$ cat config.mk
export PLATFORM = sky130hd
export DESIGN_NAME = clockgen_host
export DESIGN_NICKNAME = d
export VERILOG_FILES = /design/src/common/clockgen_host_pkg.sv /design/src/clockgen_host.sv /design/src/poll_timer.sv
export SDC_FILE = /design/constraint.sdc
export NUM_CORES = 1
export LEC_CHECK = 0
export BUFFER_PORTS_ARGS = -buffer_cell sky130_fd_sc_hd__buf_2
export CORE_ASPECT_RATIO = 0.7
export CORE_MARGIN = 2
export CORE_UTILIZATION = 48
export CTS_CLUSTER_SIZE = 24
export DETAILED_ROUTE_END_ITERATION = 12
export PLACE_DENSITY = 0.68
export RECOVER_POWER = 50
export SLEW_MARGIN = 25
export SYNTH_ARGS = -nofsm -noshare
export SYNTH_HDL_FRONTEND = slang
export SYNTH_SLANG_ARGS = --single-unit
$ cat constraint.sdc
create_clock -name clk -period 3.4 [get_ports clk]
set_input_delay 0.34 -clock clk [delete_from_list [all_inputs] [get_ports clk]]
set_output_delay 0.34 -clock clk [all_outputs]
set_load 0.02 [all_outputs]
$ cat src/common/clockgen_host_pkg.sv
// Constants and types for the clock generator host controller
package clockgen_host_pkg;
	typedef enum logic [2:0] {
		FLL_ENGAGED_INTERNAL = 3'h0,
		FLL_ENGAGED_EXTERNAL = 3'h1,
		FLL_BYPASSED_EXTERNAL = 3'h2,
		FLL_BYPASSED_INTERNAL = 3'h3,
		PLL_ENGAGED_EXTERNAL = 3'h4,
		PLL_BYPASSED_EXTERNAL = 3'h5,
		LOWPOWER_BYPASS_INTERNAL = 3'h6,
		LOWPOWER_BYPASS_EXTERNAL = 3'h7
	} mode_e;
	// Device register map
	localparam logic [7:0] ADDR_CTRL_ONE = 8'h48;
	localparam logic [7:0] ADDR_CTRL_TWO = 8'h49;
	localparam logic [7:0] ADDR_TRIM = 8'h4A;
	localparam logic [7:0] ADDR_STATUS = 8'h4B;
	localparam logic [7:0] ADDR_CTRL_THREE = 8'h4C;
	localparam int C1_SYSCLK_SEL_LSB = 6;
	localparam int C1_REF_DIV_LSB = 3;
	localparam int C1_INT_REF_SEL = 2;
	localparam int C1_INT_REF_CLK_EN = 1;
	localparam int C2_OUT_DIV_LSB = 6;
	localparam int C2_RANGE = 5;
	localparam int C2_HIGH_GAIN = 4;
	localparam int C2_LOW_POWER = 3;
	localparam int C2_EXT_REF_SEL = 2;
	localparam int C2_EXT_REF_CLK_EN = 1;
	localparam int C3_LOOP_TYPE_SEL = 6;
	localparam int SC_LOCK = 6;
	localparam int SC_LOOP_TYPE_STAT = 5;
	localparam int SC_INT_REF_STAT = 4;
	localparam int SC_SYSCLK_STAT_LSB = 2;
	localparam int SC_OSC_READY = 1;
	localparam int SC_FINE_TRIM = 0;
	localparam logic [1:0] SYSCLK_LOOP = 2'h0;
	localparam logic [1:0] SYSCLK_INT = 2'h1;
	localparam logic [1:0] SYSCLK_EXT = 2'h2;
	localparam logic [1:0] OUT_DIV_BY1 = 2'h0;
	localparam logic [1:0] OUT_DIV_BY2 = 2'h1;
	localparam logic [1:0] RST_OUT_DIV = OUT_DIV_BY2;
	localparam logic [2:0] RST_REF_DIV = 3'h0;
	localparam logic [2:0] FFV_MIN_DIV_BY1 = 3'h2;
	localparam logic [2:0] FFV_MIN_DIV_BY2 = 3'h3;
	// Reference frequency windows in Hz; FLL upper bound kept doubled to stay integer
	localparam logic [24:0] FLL_REF_MIN_HZ = 25'h000_7A12;
	localparam logic [24:0] FLL_REF_MAX_X2_HZ = 25'h001_312D;
	localparam logic [24:0] PLL_REF_MIN_HZ = 25'h00F_4240;
	localparam logic [24:0] PLL_REF_MAX_HZ = 25'h01E_8480;
	// Host register map
	localparam logic [7:0] HREG_CMD = 8'h00;
	localparam logic [7:0] HREG_CFG = 8'h04;
	localparam logic [7:0] HREG_TRIM = 8'h08;
	localparam logic [7:0] HREG_EXTFREQ = 8'h0C;
	localparam logic [7:0] HREG_STATUS = 8'h10;
	localparam int CMD_MODE_LSB = 0;
	localparam int CMD_GO = 3;
	localparam int CMD_TRIM = 4;
	localparam int CFG_WIDTH = 14;
	localparam int CFG_OUT_DIV_LSB = 0;
	localparam int CFG_REF_DIV_LSB = 2;
	localparam int CFG_PLL_MULT_LSB = 5;
	localparam int CFG_RANGE = 9;
	localparam int CFG_HIGH_GAIN = 10;
	localparam int CFG_EXT_REF_SEL = 11;
	localparam int CFG_EXT_REF_CLK_EN = 12;
	localparam int CFG_INT_REF_CLK_EN = 13;
	localparam logic [CFG_WIDTH-1:0] RST_CFG = 14'h0001;
	localparam logic [1:0] ERR_ILLEGAL = 2'h1;
	localparam logic [1:0] ERR_REFUSED = 2'h2;
	localparam logic [1:0] ERR_TIMEOUT = 2'h3;
	// Poll timeout
	localparam int CLK_FREQ_MHZ = 20;
	localparam int LOCK_WAIT_US = 2000;
	localparam int LOCK_WAIT_CYCLES = LOCK_WAIT_US * CLK_FREQ_MHZ;
endpackage

$ cat src/clockgen_host.sv
// Host controller that walks the clock generator through its mode changes
//
// Our own choices: the address-and-strobe port and the placing of the registers.
`timescale 1ns/1ps
module clockgen_host
	import clockgen_host_pkg::*;
#(
	parameter int POLL_CYCLES = clockgen_host_pkg::LOCK_WAIT_CYCLES
) (
	// Clock and reset
	input wire logic clk,
	input wire logic rstn,
	// Software port
	input wire logic [7:0] addr,
	input wire logic [31:0] wdata,
	input wire logic wr,
	input wire logic rd,
	output logic [31:0] rdata,
	// Device register port
	output logic [7:0] devAddr,
	output logic [7:0] devWdata,
	output logic devWr,
	output logic devRd,
	input wire logic [7:0] devRdata
);
	import clockgen_host_pkg::*;

	typedef enum logic [4:0] {
		IDLE = 5'b00001, WRITE = 5'b00010, READ = 5'b00100, RWAIT = 5'b01000, CHECK = 5'b10000
	} state_e;
	typedef enum logic [7:0] {
		ST_INIT = 8'h01, ST_TRIM = 8'h02, ST_FINE = 8'h04, ST_C2 = 8'h08,
		ST_OSC = 8'h10, ST_C1 = 8'h20, ST_C3 = 8'h40, ST_FIN = 8'h80
	} step_e;

	function automatic logic isExt(mode_e m);
		return !(m inside {FLL_ENGAGED_INTERNAL, FLL_BYPASSED_INTERNAL, LOWPOWER_BYPASS_INTERNAL});
	endfunction
	function automatic logic isPll(mode_e m);
		return m inside {PLL_ENGAGED_EXTERNAL, PLL_BYPASSED_EXTERNAL};
	endfunction
	function automatic logic [1:0] clkOf(mode_e m);
		if (m inside {FLL_ENGAGED_INTERNAL, FLL_ENGAGED_EXTERNAL, PLL_ENGAGED_EXTERNAL}) begin
			return SYSCLK_LOOP;
		end
		if (m inside {FLL_BYPASSED_INTERNAL, LOWPOWER_BYPASS_INTERNAL}) begin
			return SYSCLK_INT;
		end
		return SYSCLK_EXT;
	endfunction
	// Low-power bypass keeps no loop running, so no lock is expected there
	function automatic logic needLock(mode_e m);
		return !(m inside {FLL_BYPASSED_INTERNAL, LOWPOWER_BYPASS_INTERNAL, LOWPOWER_BYPASS_EXTERNAL});
	endfunction
	function automatic logic legal(mode_e c, mode_e t);
		unique case (c)
			FLL_ENGAGED_INTERNAL: return t inside {FLL_ENGAGED_EXTERNAL, FLL_BYPASSED_EXTERNAL,
				FLL_BYPASSED_INTERNAL};
			FLL_ENGAGED_EXTERNAL: return t inside {FLL_ENGAGED_INTERNAL, FLL_BYPASSED_EXTERNAL};
			FLL_BYPASSED_EXTERNAL: return t inside {FLL_ENGAGED_EXTERNAL, FLL_BYPASSED_INTERNAL,
				PLL_BYPASSED_EXTERNAL, LOWPOWER_BYPASS_EXTERNAL};
			FLL_BYPASSED_INTERNAL: return t inside {FLL_ENGAGED_INTERNAL, FLL_BYPASSED_EXTERNAL,
				LOWPOWER_BYPASS_INTERNAL};
			PLL_ENGAGED_EXTERNAL: return t == PLL_BYPASSED_EXTERNAL;
			PLL_BYPASSED_EXTERNAL: return t inside {PLL_ENGAGED_EXTERNAL, FLL_BYPASSED_EXTERNAL,
				LOWPOWER_BYPASS_EXTERNAL};
			LOWPOWER_BYPASS_INTERNAL: return t == FLL_BYPASSED_INTERNAL;
			LOWPOWER_BYPASS_EXTERNAL: return t inside {FLL_BYPASSED_EXTERNAL, PLL_BYPASSED_EXTERNAL};
		endcase
	endfunction

	////////////////////////////////////////////////////////////////////////////////
	// Host registers
	logic [CFG_WIDTH-1:0] cfg, next_cfg;
	logic [8:0] trimReg, next_trimReg;
	logic [23:0] extFreq, next_extFreq;
	logic [31:0] next_rdata;
	state_e state, next_state;
	step_e step, next_step;
	mode_e curMode, next_curMode, tgtMode, next_tgtMode;
	logic err, next_err, ready, next_ready, trimmed, next_trimmed, c2Done, next_c2Done;
	logic [1:0] errCode, next_errCode;
	logic [7:0] lastSc, next_lastSc;
	logic [7:0] next_devAddr, next_devWdata;
	logic next_devWr, next_devRd;
	logic busy, expired, ffValidExp, rangeOk, scOk;
	logic [1:0] cfgOutDiv;
	logic [2:0] cfgRefDiv;
	logic [24:0] divRef;
	mode_e cmdMode;

	assign busy = (state != IDLE);
	assign cfgOutDiv = cfg[CFG_OUT_DIV_LSB +: 2];
	assign cfgRefDiv = cfg[CFG_REF_DIV_LSB +: 3];
	assign cmdMode = mode_e'(wdata[CMD_MODE_LSB +: 3]);
	assign divRef = {1'b0, extFreq} >> cfgRefDiv;

	// Range check on the requested mode before any device write
	always_comb begin
		rangeOk = 1'b1;
		if (isPll(cmdMode)) begin
			rangeOk = divRef >= PLL_REF_MIN_HZ && divRef <= PLL_REF_MAX_HZ
				&& {1'b0, extFreq} >= PLL_REF_MIN_HZ;
		end else if (isExt(cmdMode) && needLock(cmdMode)) begin
			rangeOk = divRef >= FLL_REF_MIN_HZ && {divRef[23:0], 1'b0} <= FLL_REF_MAX_X2_HZ;
		end
	end

	// Expected validity of the fixed-frequency reference in the mode now held
	always_comb begin
		ffValidExp = 1'b1;
		if (clkOf(curMode) != SYSCLK_LOOP) begin
			if ((cfgOutDiv == OUT_DIV_BY1 && cfgRefDiv < FFV_MIN_DIV_BY1)
				|| (cfgOutDiv == OUT_DIV_BY2 && cfgRefDiv < FFV_MIN_DIV_BY2)) begin
				ffValidExp = 1'b0;
			end
		end
	end

	// Status checks only trust the clock status once the device has switched
	assign scOk = devRdata[SC_INT_REF_STAT] == !isExt(tgtMode)
		&& devRdata[SC_SYSCLK_STAT_LSB +: 2] == clkOf(tgtMode)
		&& devRdata[SC_LOOP_TYPE_STAT] == isPll(tgtMode)
		&& (devRdata[SC_LOCK] || !needLock(tgtMode));

	poll_timer #(.LIMIT(POLL_CYCLES), .W(24)) timer (
		.clk(clk),
		.rstn(rstn),
		.clear(state == WRITE || state == IDLE),
		.expired(expired)
	);

	always_comb begin
		next_cfg = cfg;
		next_trimReg = trimReg;
		next_extFreq = extFreq;
		next_rdata = 32'h0000_0000;
		// Configuration is frozen while a sequence runs
		if (wr && !busy) begin
			unique case (addr)
				HREG_CFG: next_cfg = wdata[CFG_WIDTH-1:0];
				HREG_TRIM: next_trimReg = wdata[8:0];
				HREG_EXTFREQ: next_extFreq = wdata[23:0];
				default: ;
			endcase
		end
		if (rd) begin
			unique case (addr)
				HREG_CMD: next_rdata = {29'h0000_0000, tgtMode};
				HREG_CFG: next_rdata = {18'h0_0000, cfg};
				HREG_TRIM: next_rdata = {23'h00_0000, trimReg};
				HREG_EXTFREQ: next_rdata = {8'h00, extFreq};
				HREG_STATUS: next_rdata = {14'h0000, trimmed, ffValidExp, lastSc, ready, curMode,
					errCode, err, busy};
				default: next_rdata = 32'h0000_0000;
			endcase
		end
	end

	always_ff @(posedge clk) begin
		if (!rstn) begin
			cfg <= RST_CFG;
			trimReg <= 9'h000;
			extFreq <= 24'h00_0000;
			rdata <= 32'h0000_0000;
		end else begin
			cfg <= next_cfg;
			trimReg <= next_trimReg;
			extFreq <= next_extFreq;
			rdata <= next_rdata;
		end
	end

	////////////////////////////////////////////////////////////////////////////////
	// Sequencer
	always_comb begin
		next_state = state;
		next_step = step;
		next_curMode = curMode;
		next_tgtMode = tgtMode;
		next_err = err;
		next_errCode = errCode;
		next_ready = ready;
		next_trimmed = trimmed;
		next_c2Done = c2Done;
		next_lastSc = lastSc;
		next_devAddr = devAddr;
		next_devWdata = devWdata;
		next_devWr = 1'b0;
		next_devRd = 1'b0;
		unique case (state)
			IDLE: begin
				next_c2Done = 1'b0;
				if (wr && addr == HREG_CMD && ready && wdata[CMD_TRIM]) begin
					next_err = 1'b0;
					next_state = WRITE;
					next_step = ST_TRIM;
				end else if (wr && addr == HREG_CMD && ready && wdata[CMD_GO]) begin
					next_err = 1'b1;
					if (!legal(curMode, cmdMode)) begin
						next_errCode = ERR_ILLEGAL;
					end else if (!rangeOk || (cfgOutDiv == OUT_DIV_BY1 && !trimmed)) begin
						next_errCode = ERR_REFUSED;
					end else begin
						next_err = 1'b0;
						next_tgtMode = cmdMode;
						next_state = WRITE;
						next_step = ST_C2;
					end
				end
			end
			WRITE: begin
				next_devWr = 1'b1;
				unique case (step)
					ST_TRIM: begin
						next_devAddr = ADDR_TRIM;
						next_devWdata = trimReg[7:0];
						next_step = ST_FINE;
					end
					ST_FINE: begin
						next_devAddr = ADDR_STATUS;
						next_devWdata = {7'h00, trimReg[8]};
						next_trimmed = 1'b1;
						next_state = IDLE;
					end
					ST_C2: begin
						next_devAddr = ADDR_CTRL_TWO;
						next_devWdata = {cfgOutDiv, cfg[CFG_RANGE], cfg[CFG_HIGH_GAIN],
							tgtMode inside {LOWPOWER_BYPASS_INTERNAL, LOWPOWER_BYPASS_EXTERNAL},
							cfg[CFG_EXT_REF_SEL], cfg[CFG_EXT_REF_CLK_EN], 1'b0};
						next_c2Done = 1'b1;
						next_step = ST_C1;
						if (isExt(tgtMode) && cfg[CFG_EXT_REF_SEL]) begin
							next_step = ST_OSC;
							next_state = READ;
						end
					end
					ST_C1: begin
						next_devAddr = ADDR_CTRL_ONE;
						next_devWdata = {clkOf(tgtMode), cfgRefDiv, !isExt(tgtMode),
							cfg[CFG_INT_REF_CLK_EN], 1'b0};
						next_step = ST_C3;
					end
					default: begin
						// Loop type goes last so the new loop sees a settled reference
						next_devAddr = ADDR_CTRL_THREE;
						next_devWdata = {1'b0, isPll(tgtMode), 2'b00,
							cfg[CFG_PLL_MULT_LSB +: 4]};
						next_step = ST_FIN;
						next_state = READ;
					end
				endcase
			end
			READ: begin
				next_devRd = 1'b1;
				next_devAddr = ADDR_STATUS;
				next_state = RWAIT;
			end
			RWAIT: next_state = CHECK;
			CHECK: begin
				next_lastSc = devRdata;
				next_state = READ;
				if (step == ST_INIT && devRdata[SC_LOCK]) begin
					next_ready = 1'b1;
					next_state = IDLE;
				end else if (step == ST_OSC && devRdata[SC_OSC_READY]) begin
					next_step = ST_C1;
					next_state = WRITE;
				end else if (step == ST_FIN && scOk) begin
					next_curMode = tgtMode;
					next_state = IDLE;
				end else if (expired) begin
					next_err = 1'b1;
					next_errCode = ERR_TIMEOUT;
					next_ready = 1'b1;
					next_state = IDLE;
				end
			end
		endcase
	end

	always_ff @(posedge clk) begin
		if (!rstn) begin
			state <= READ;
			step <= ST_INIT;
			curMode <= FLL_ENGAGED_INTERNAL;
			tgtMode <= FLL_ENGAGED_INTERNAL;
			err <= 1'b0;
			errCode <= 2'h0;
			ready <= 1'b0;
			trimmed <= 1'b0;
			c2Done <= 1'b0;
			lastSc <= 8'h00;
			devAddr <= 8'h00;
			devWdata <= 8'h00;
			devWr <= 1'b0;
			devRd <= 1'b0;
		end else begin
			state <= next_state;
			step <= next_step;
			curMode <= next_curMode;
			tgtMode <= next_tgtMode;
			err <= next_err;
			errCode <= next_errCode;
			ready <= next_ready;
			trimmed <= next_trimmed;
			c2Done <= next_c2Done;
			lastSc <= next_lastSc;
			devAddr <= next_devAddr;
			devWdata <= next_devWdata;
			devWr <= next_devWr;
			devRd <= next_devRd;
		end
	end
endmodule // clockgen_host

$ cat src/poll_timer.sv
// Poll timeout counter for the clock generator host
`timescale 1ns/1ps
module poll_timer #(
	parameter int LIMIT = 40000,
	parameter int W = 24
) (
	// Clock and reset
	input wire logic clk,
	input wire logic rstn,
	// Control
	input wire logic clear,
	output logic expired
);
	logic [W-1:0] count;
	logic [W-1:0] next_count;

	assign expired = (count == W'(LIMIT));

	always_comb begin
		next_count = count;
		if (clear) begin
			next_count = '0;
		end else if (!expired) begin
			next_count = count + W'(1);
		end
	end

	always_ff @(posedge clk) begin
		if (!rstn) begin
			count <= '0;
		end else begin
			count <= next_count;
		end
	end
endmodule // poll_timer

-- Word-level counts from Yosys, hierarchy flattened
Cells that the tools add are included.
- register bits: 153
- bits in latches: 0
- RAM bits: 0
- ROM bits: 0
- input bits: 52
- output and inout bits: 50
- logic and storage cells: 234
- memories: 0
- add/subtract/negate cells: 1
- multiply operators: 0
- div/mod/pow operators: 0
- order comparisons: 7
- equality and inequality tests: 58
- shift operators: 1
- muxes and demuxes: 74
- bitwise gates (word level): 5
- reductions and logical operators: 70
- operators by type and width (cell ; count):
    $pmux 24 s5 ; 1
    $pmux 8 s4 ; 2
    $mux 8 ; 6
    $eq 3x3->1 const B ; 12
    $mux 2 ; 18
    $reduce_bool 3->1 ; 10
    $mux 1 ; 29
    $ge 25x15->1 const B ; 1
    $ge 25x20->1 const B ; 1
    $le 25x17->1 const B ; 1
    $le 25x21->1 const B ; 1
    $mux 5 ; 5
    $pmux 5 s5 ; 1
    $shr 24x3->25 ; 1
    $add 24x1->24 const B ; 1
    $eq 24x16->1 const B ; 1
    $eq 8x4->1 const B ; 3
    $ge 24x20->1 const B ; 1
    $pmux 8 s3 ; 1
    $reduce_bool 2->1 ; 11
    $ne 2x2->1 const B ; 10
    $logic_and 1x1->1 ; 19
    $eq 8x3->1 const B ; 2
    $eq 8x5->1 const B ; 2
    42 further kinds ; 76

-- Logic depth before layout (Yosys ltp)
- depth after elaboration: 15
- gate-level depth with buffers: 13
- mapped depth without buffers: 10

-- Hierarchy
Synthesis repeated with hierarchy kept, for this count alone.
- cells, all modules: 979
- area total of the unflattened synthesis: 8194.1 um^2
- modules (own cells, without submodules) (module ; instances ; cells each ; area an instance (um^2) ; sequential area each (um^2)):
    clockgen_host ; 1 ; 827 ; 6974.2 ; 2342.2
    poll_timer ; 1 ; 152 ; 1219.9 ; 480.5

-- Least setup slack after synthesis
Ideal clock, no wire load.
- path type: register to register
- start point: register cfg[3]
- end point: register errCode[1]
- arrival time: 2.682 ns
- required time: 3.278 ns
- slack: 0.596 ns
- stages on the path, launching flop included: 11
- period minus slack after synthesis: 2.804 ns
- cells stage by stage: dfxtp_1 buf_6 mux4_2 or4_1 o31a_1 or4_4 o22ai_2 nor4_2 nand2_2 a31oi_2 o311a_1
- longest elaborated chain between the ends: 9
- elaborated cells between the ends (all ways): 14
- RTL lines (element ; line ; RTL):
    from (decl) ; clockgen_host.sv:74 ; logic [CFG_WIDTH-1:0] cfg, next_cfg;
    from (signal assigned) ; clockgen_host.sv:167 ; cfg <= next_cfg;
    $shr 24x3->25 (*) ; clockgen_host.sv:96 ; assign divRef = {1'b0, extFreq} >> cfgRefDiv;
    $ge 25x15->1, or another cell as far along ; clockgen_host.sv:105 ; rangeOk = divRef >= FLL_REF_MIN_HZ && {divRef[23:0], 1'b0} <= FLL_REF_MAX_X2_HZ;
    $logic_and 1x1->1, on equally long branches ; clockgen_host.sv:105, clockgen_host.sv:102 ;
    $mux 1 / $logic_and 1x1->1 (equally long branches) ; clockgen_host.sv:104, clockgen_host.sv:103 ;
    $mux 1 (*) ; clockgen_host.sv:101 ; if (isPll(cmdMode)) begin
    $logic_not 1->1 (*) ; clockgen_host.sv:202 ; end else if (!rangeOk || (cfgOutDiv == OUT_DIV_BY1 && !trimmed)) begin
    $logic_or 1x1->1 (*) ; clockgen_host.sv:202 ;
    $ne 3x2->1 (no line) (*) ; - ;
    $reduce_and 8->1 (no line) (*) ; - ;
    to (signal assigned) ; clockgen_host.sv:304 ; errCode <= next_errCode;
    to (decl) ; clockgen_host.sv:82 ; logic [1:0] errCode, next_errCode;
Every way passes the cells marked *; elsewhere a longest branch is shown, timed or not.
A chain may end at the register's enable or synchronous reset.

-- Worst setup path after layout
- start point: register cfg[3]
- end point: register state[4]
- longest elaborated chain between the ends: 9
- elaborated cells between the ends (all ways): 14
- RTL lines (element ; line ; RTL):
    $shr 24x3->25 (*) ; clockgen_host.sv:96 ;
    $ge 25x15->1, or another cell as far along ; clockgen_host.sv:105 ;
    $logic_and 1x1->1, on equally long branches ; clockgen_host.sv:105, clockgen_host.sv:102 ;
    $mux 1 / $logic_and 1x1->1 (equally long branches) ; clockgen_host.sv:104, clockgen_host.sv:103 ;
    $mux 1 (*) ; clockgen_host.sv:101 ;
    $logic_not 1->1 (*) ; clockgen_host.sv:202 ;
    $logic_or 1x1->1 (*) ; clockgen_host.sv:202 ;
    $ne 3x3->1 (no line) (*) ; - ;
    $reduce_and 5->1 (no line) (*) ; - ;
    to (signal assigned) ; clockgen_host.sv:299 ; state <= next_state;
    to (decl) ; clockgen_host.sv:78 ; state_e state, next_state;
Marks and branches as above.

==> impl_metrics.toml <==
[run_status]
status = "completed"

[logic_synthesis]
synth-compound-area-share_pct = 18.6
seq_area_frac_synth_pct = 33.5
ys_ff_latch = 141
async_flop_share_pct = 0
synth.avg_cell_area_um2 = 8.31
synth_top_family_by_area = "simple AND/OR/NAND/NOR gates"
yosysWarnings = 0
synth-simple-area-share_pct = 25.0
syn_area_um2 = 8430
synth_xor_area_share_pct = 2.81
synth_cell_types = 102
synthMuxAreaShare_pct = 11.6
syn_inst = 1014
synthAdderAreaFrac_pct = 0.297
synth-edff-count = 0
ys.flop_type = "dfxtp_1"

[die]
io_pins = 102
fp.dieH_um = 115
coreArea_um2 = 17200
die_w_um = 162
dieArea_um2 = 18600
rows = 40
initial_core_util_pct = 49.1

[global_routing]
grt_pass1_vias = 7011
met3_usage_pct = 7.94
grt_pass1_wl_um = 39600
track_usage_pct = 27.5
overflow = 0
use_met2_pct = 34.9
antenna_found_initial = 0
grt_max_degree = 58
met1_usage_pct = 43.6
grt-busiest-layer = "met1"

[placed_design]
dp_hpwl_um = 18400
pre_cts_ws_ps = 174
numPortBuffers = 82
gp_congestion = 0.941

[finish]
layout_common_cells = "nand2_1, dfxtp_1, nor2_1"
nFillCells = 1652
finish.net_count = 1118
drive_above_1_share_pct = 15.9
area_growth_pct = 11.2
antenna_cells = 0
final_common_cell = "nand2_1"

[power_and_ir_drop]
clkPwrFrac_pct = 49.1
p_leak_nw = 3.22
p_comb_share_pct = 6.7
seqPwrFrac_pct = 44.2
swShare_pct = 24.1
p_switching_mw = 0.932
powerDensity_nw_per_um2 = 412
irDropWorstVdd_mv = 0.287
p_int_mw = 2.93

[worst_hold_path]
min_path_type = "input port to flop"

[sta]
fin_skew_ps = 7.77
slew_headroom_pct = 29.5
setup_tns_ps = 0
setup_slack_ps = 259
setup_viol = 0
worstMarginPinSlew_ps = 1060
grt_setup_unrepaired = "no"
min_period_ps = 3140
drv_slew = 0
min_period_over_period_pct = 92.4
finalHoldViolCount = 0
max_freq_mhz = 318

[route]
dr.pass1.iters = 6
wl_per_cell_um = 19.4
routed_wl_um = 25300
drc = 0
vias = 7925
drtIter0Drc = 846
viasPerCell = 6.06
ant_nets = 0

[setup_path]
crit_path_max_incr_delay_ps = 450
slowest_stage = "a2111oi_2"
worstPathMaxFanout = 16
crit_top_cell = "buf_4"
cp_top_family = "simple AND/OR/NAND/NOR gates"
arrival_ps = 3460
cp-end-kind = "flop"
crit_chain = "buf_4, buf_4, or3b_2, o311a_1, a311oi_1, o21ai_0, a2111oi_2, nor4_2, nand3_2, nand2_2, and4_1"
cp_num_buf_inv = 2
start_kind = "flop"
required_ps = 3720
path_class = "flop to flop"

[clock_network]
ctsLongestPathBuffers = 2
cts-resized-gates = 0
cts_buffers = 17
insertion_delay_ps = 420
cts_tree = "built"
ctsHoldBuffers = 0
cts.sinks = 141
clk_pin_slew_ps = 60
htreeDepth = 4
cts-root-buf = "clkbuf_16"
postCtsSetupBuffers = 0

[flow_run]
max-cap-violations = 0
[through the flow]
stage / area [µm²] / utilization [%] / hold WS [ps] / total power, mW / std cells
floorplan: 8460 / - / 432 / 1.93 / 1024
global placement: 8840 / 51.5 / 445 / 2.00 / 1276
detailed placement: 8850 / 51.5 / 449 / 2.00 / 1276
CTS: 9440 / 55.0 / 148 / 3.88 / 1308
global route: 9370 / 54.6 / 156 / 3.99 / 1308
finish: 9370 / 54.6 / 156 / 3.86 / 1308
[power groups by stage]
stage / clock network, mW / logic, mW / registers, mW
after floorplan: 0 / 0.174 / 1.75
after global placement: 0 / 0.260 / 1.74
after detailed placement: 0 / 0.263 / 1.74
after CTS: 1.91 / 0.264 / 1.70
after global routing: 2.00 / 0.282 / 1.71
final: 1.89 / 0.260 / 1.70
[tightest hold or removal path, delay by kind of cell]
kind / cells / cell delay (ps)
simple gates: 1 / 50
buf+inv: 1 / 90
compound gates: 1 / 50
[cells in the mapped netlist, types with 7 or more instances]
cell	number	area (µm²)
a31oi_1	11	68.8
nor2b_1	7	43.8
o21ai_0	28	140
xnor2_1	8	70.1
a222oi_1	9	90.1
buf_4	16	120
clkbuf_1	54	203
or3_1	7	43.8
nor2_1	103	387
inv_1	13	48.8
a211oi_1	9	67.6
nand2b_1	21	131
nand4_1	7	43.8
xor2_1	19	166
mux4_2	15	338
nand2_1	167	627
nor3b_1	7	52.6
and2_1	12	75.1
dfxtp_1	141	2820
buf_6	11	124
mux2_2	12	135
mux2i_1	41	410
nor3_1	12	60.1
and3_1	13	81.3
a22oi_1	19	143
nand3_1	23	115
nor4_1	9	56.3
a21oi_1	76	380
[per-layer routing]
layer  part of all wire [%]  routed length (µm)
met5                      0                   0
met2                     37                9480
met1                     49               12400
met4                    1.8                 467
met3                     12                2950
[state kept, by name (all words and copies together), names as in the netlist]
register	cells
trimReg	9
err	1
state	5
curMode	3
step	8
ready	1
extFreq	24
trimmed	1
rdata	24
devWdata	8
devRd	1
lastSc	8
devWr	1
timer.count	24
devAddr	4
cfg	14
errCode	2
tgtMode	3
[cell type report]
type	instances	area, µm²	share of cell area, %
Inverter	16	61.3	0.654
Clock buffer	23	488	5.21
Tap cell	231	289	3.08
Sequential cell	141	2830	30.2
Timing Repair Buffer	118	642	6.85
Multi-Input combinational cell	770	4950	52.9
Clock inverter	9	109	1.16
[final timing paths]
path              slack (ps)                start                        to  depth (start not counted)
hold / removal           160            wdata[14]  extFreq[14]$_SDFFE_PN0P_                          3
setup reg to reg         260  cfg[3]$_SDFFE_PN0P_     state[4]$_SDFFE_PN0P_                         11
hold reg to reg          460     err$_SDFFE_PN0P_          err$_SDFFE_PN0P_                          2
setup / recovery         260  cfg[3]$_SDFFE_PN0P_     state[4]$_SDFFE_PN0P_                         11
[cell families (layout without fill, tap and decap cells)]
kind of cell	after synthesis	in the layout
xor+xnor	27	27
other cells	1	11
simple gates	431	431
buf+inv	113	166
compound gates	227	227
fa+ha+maj	2	2
mux	72	72
flops	141	141
(Power assumes the default switching activity.)
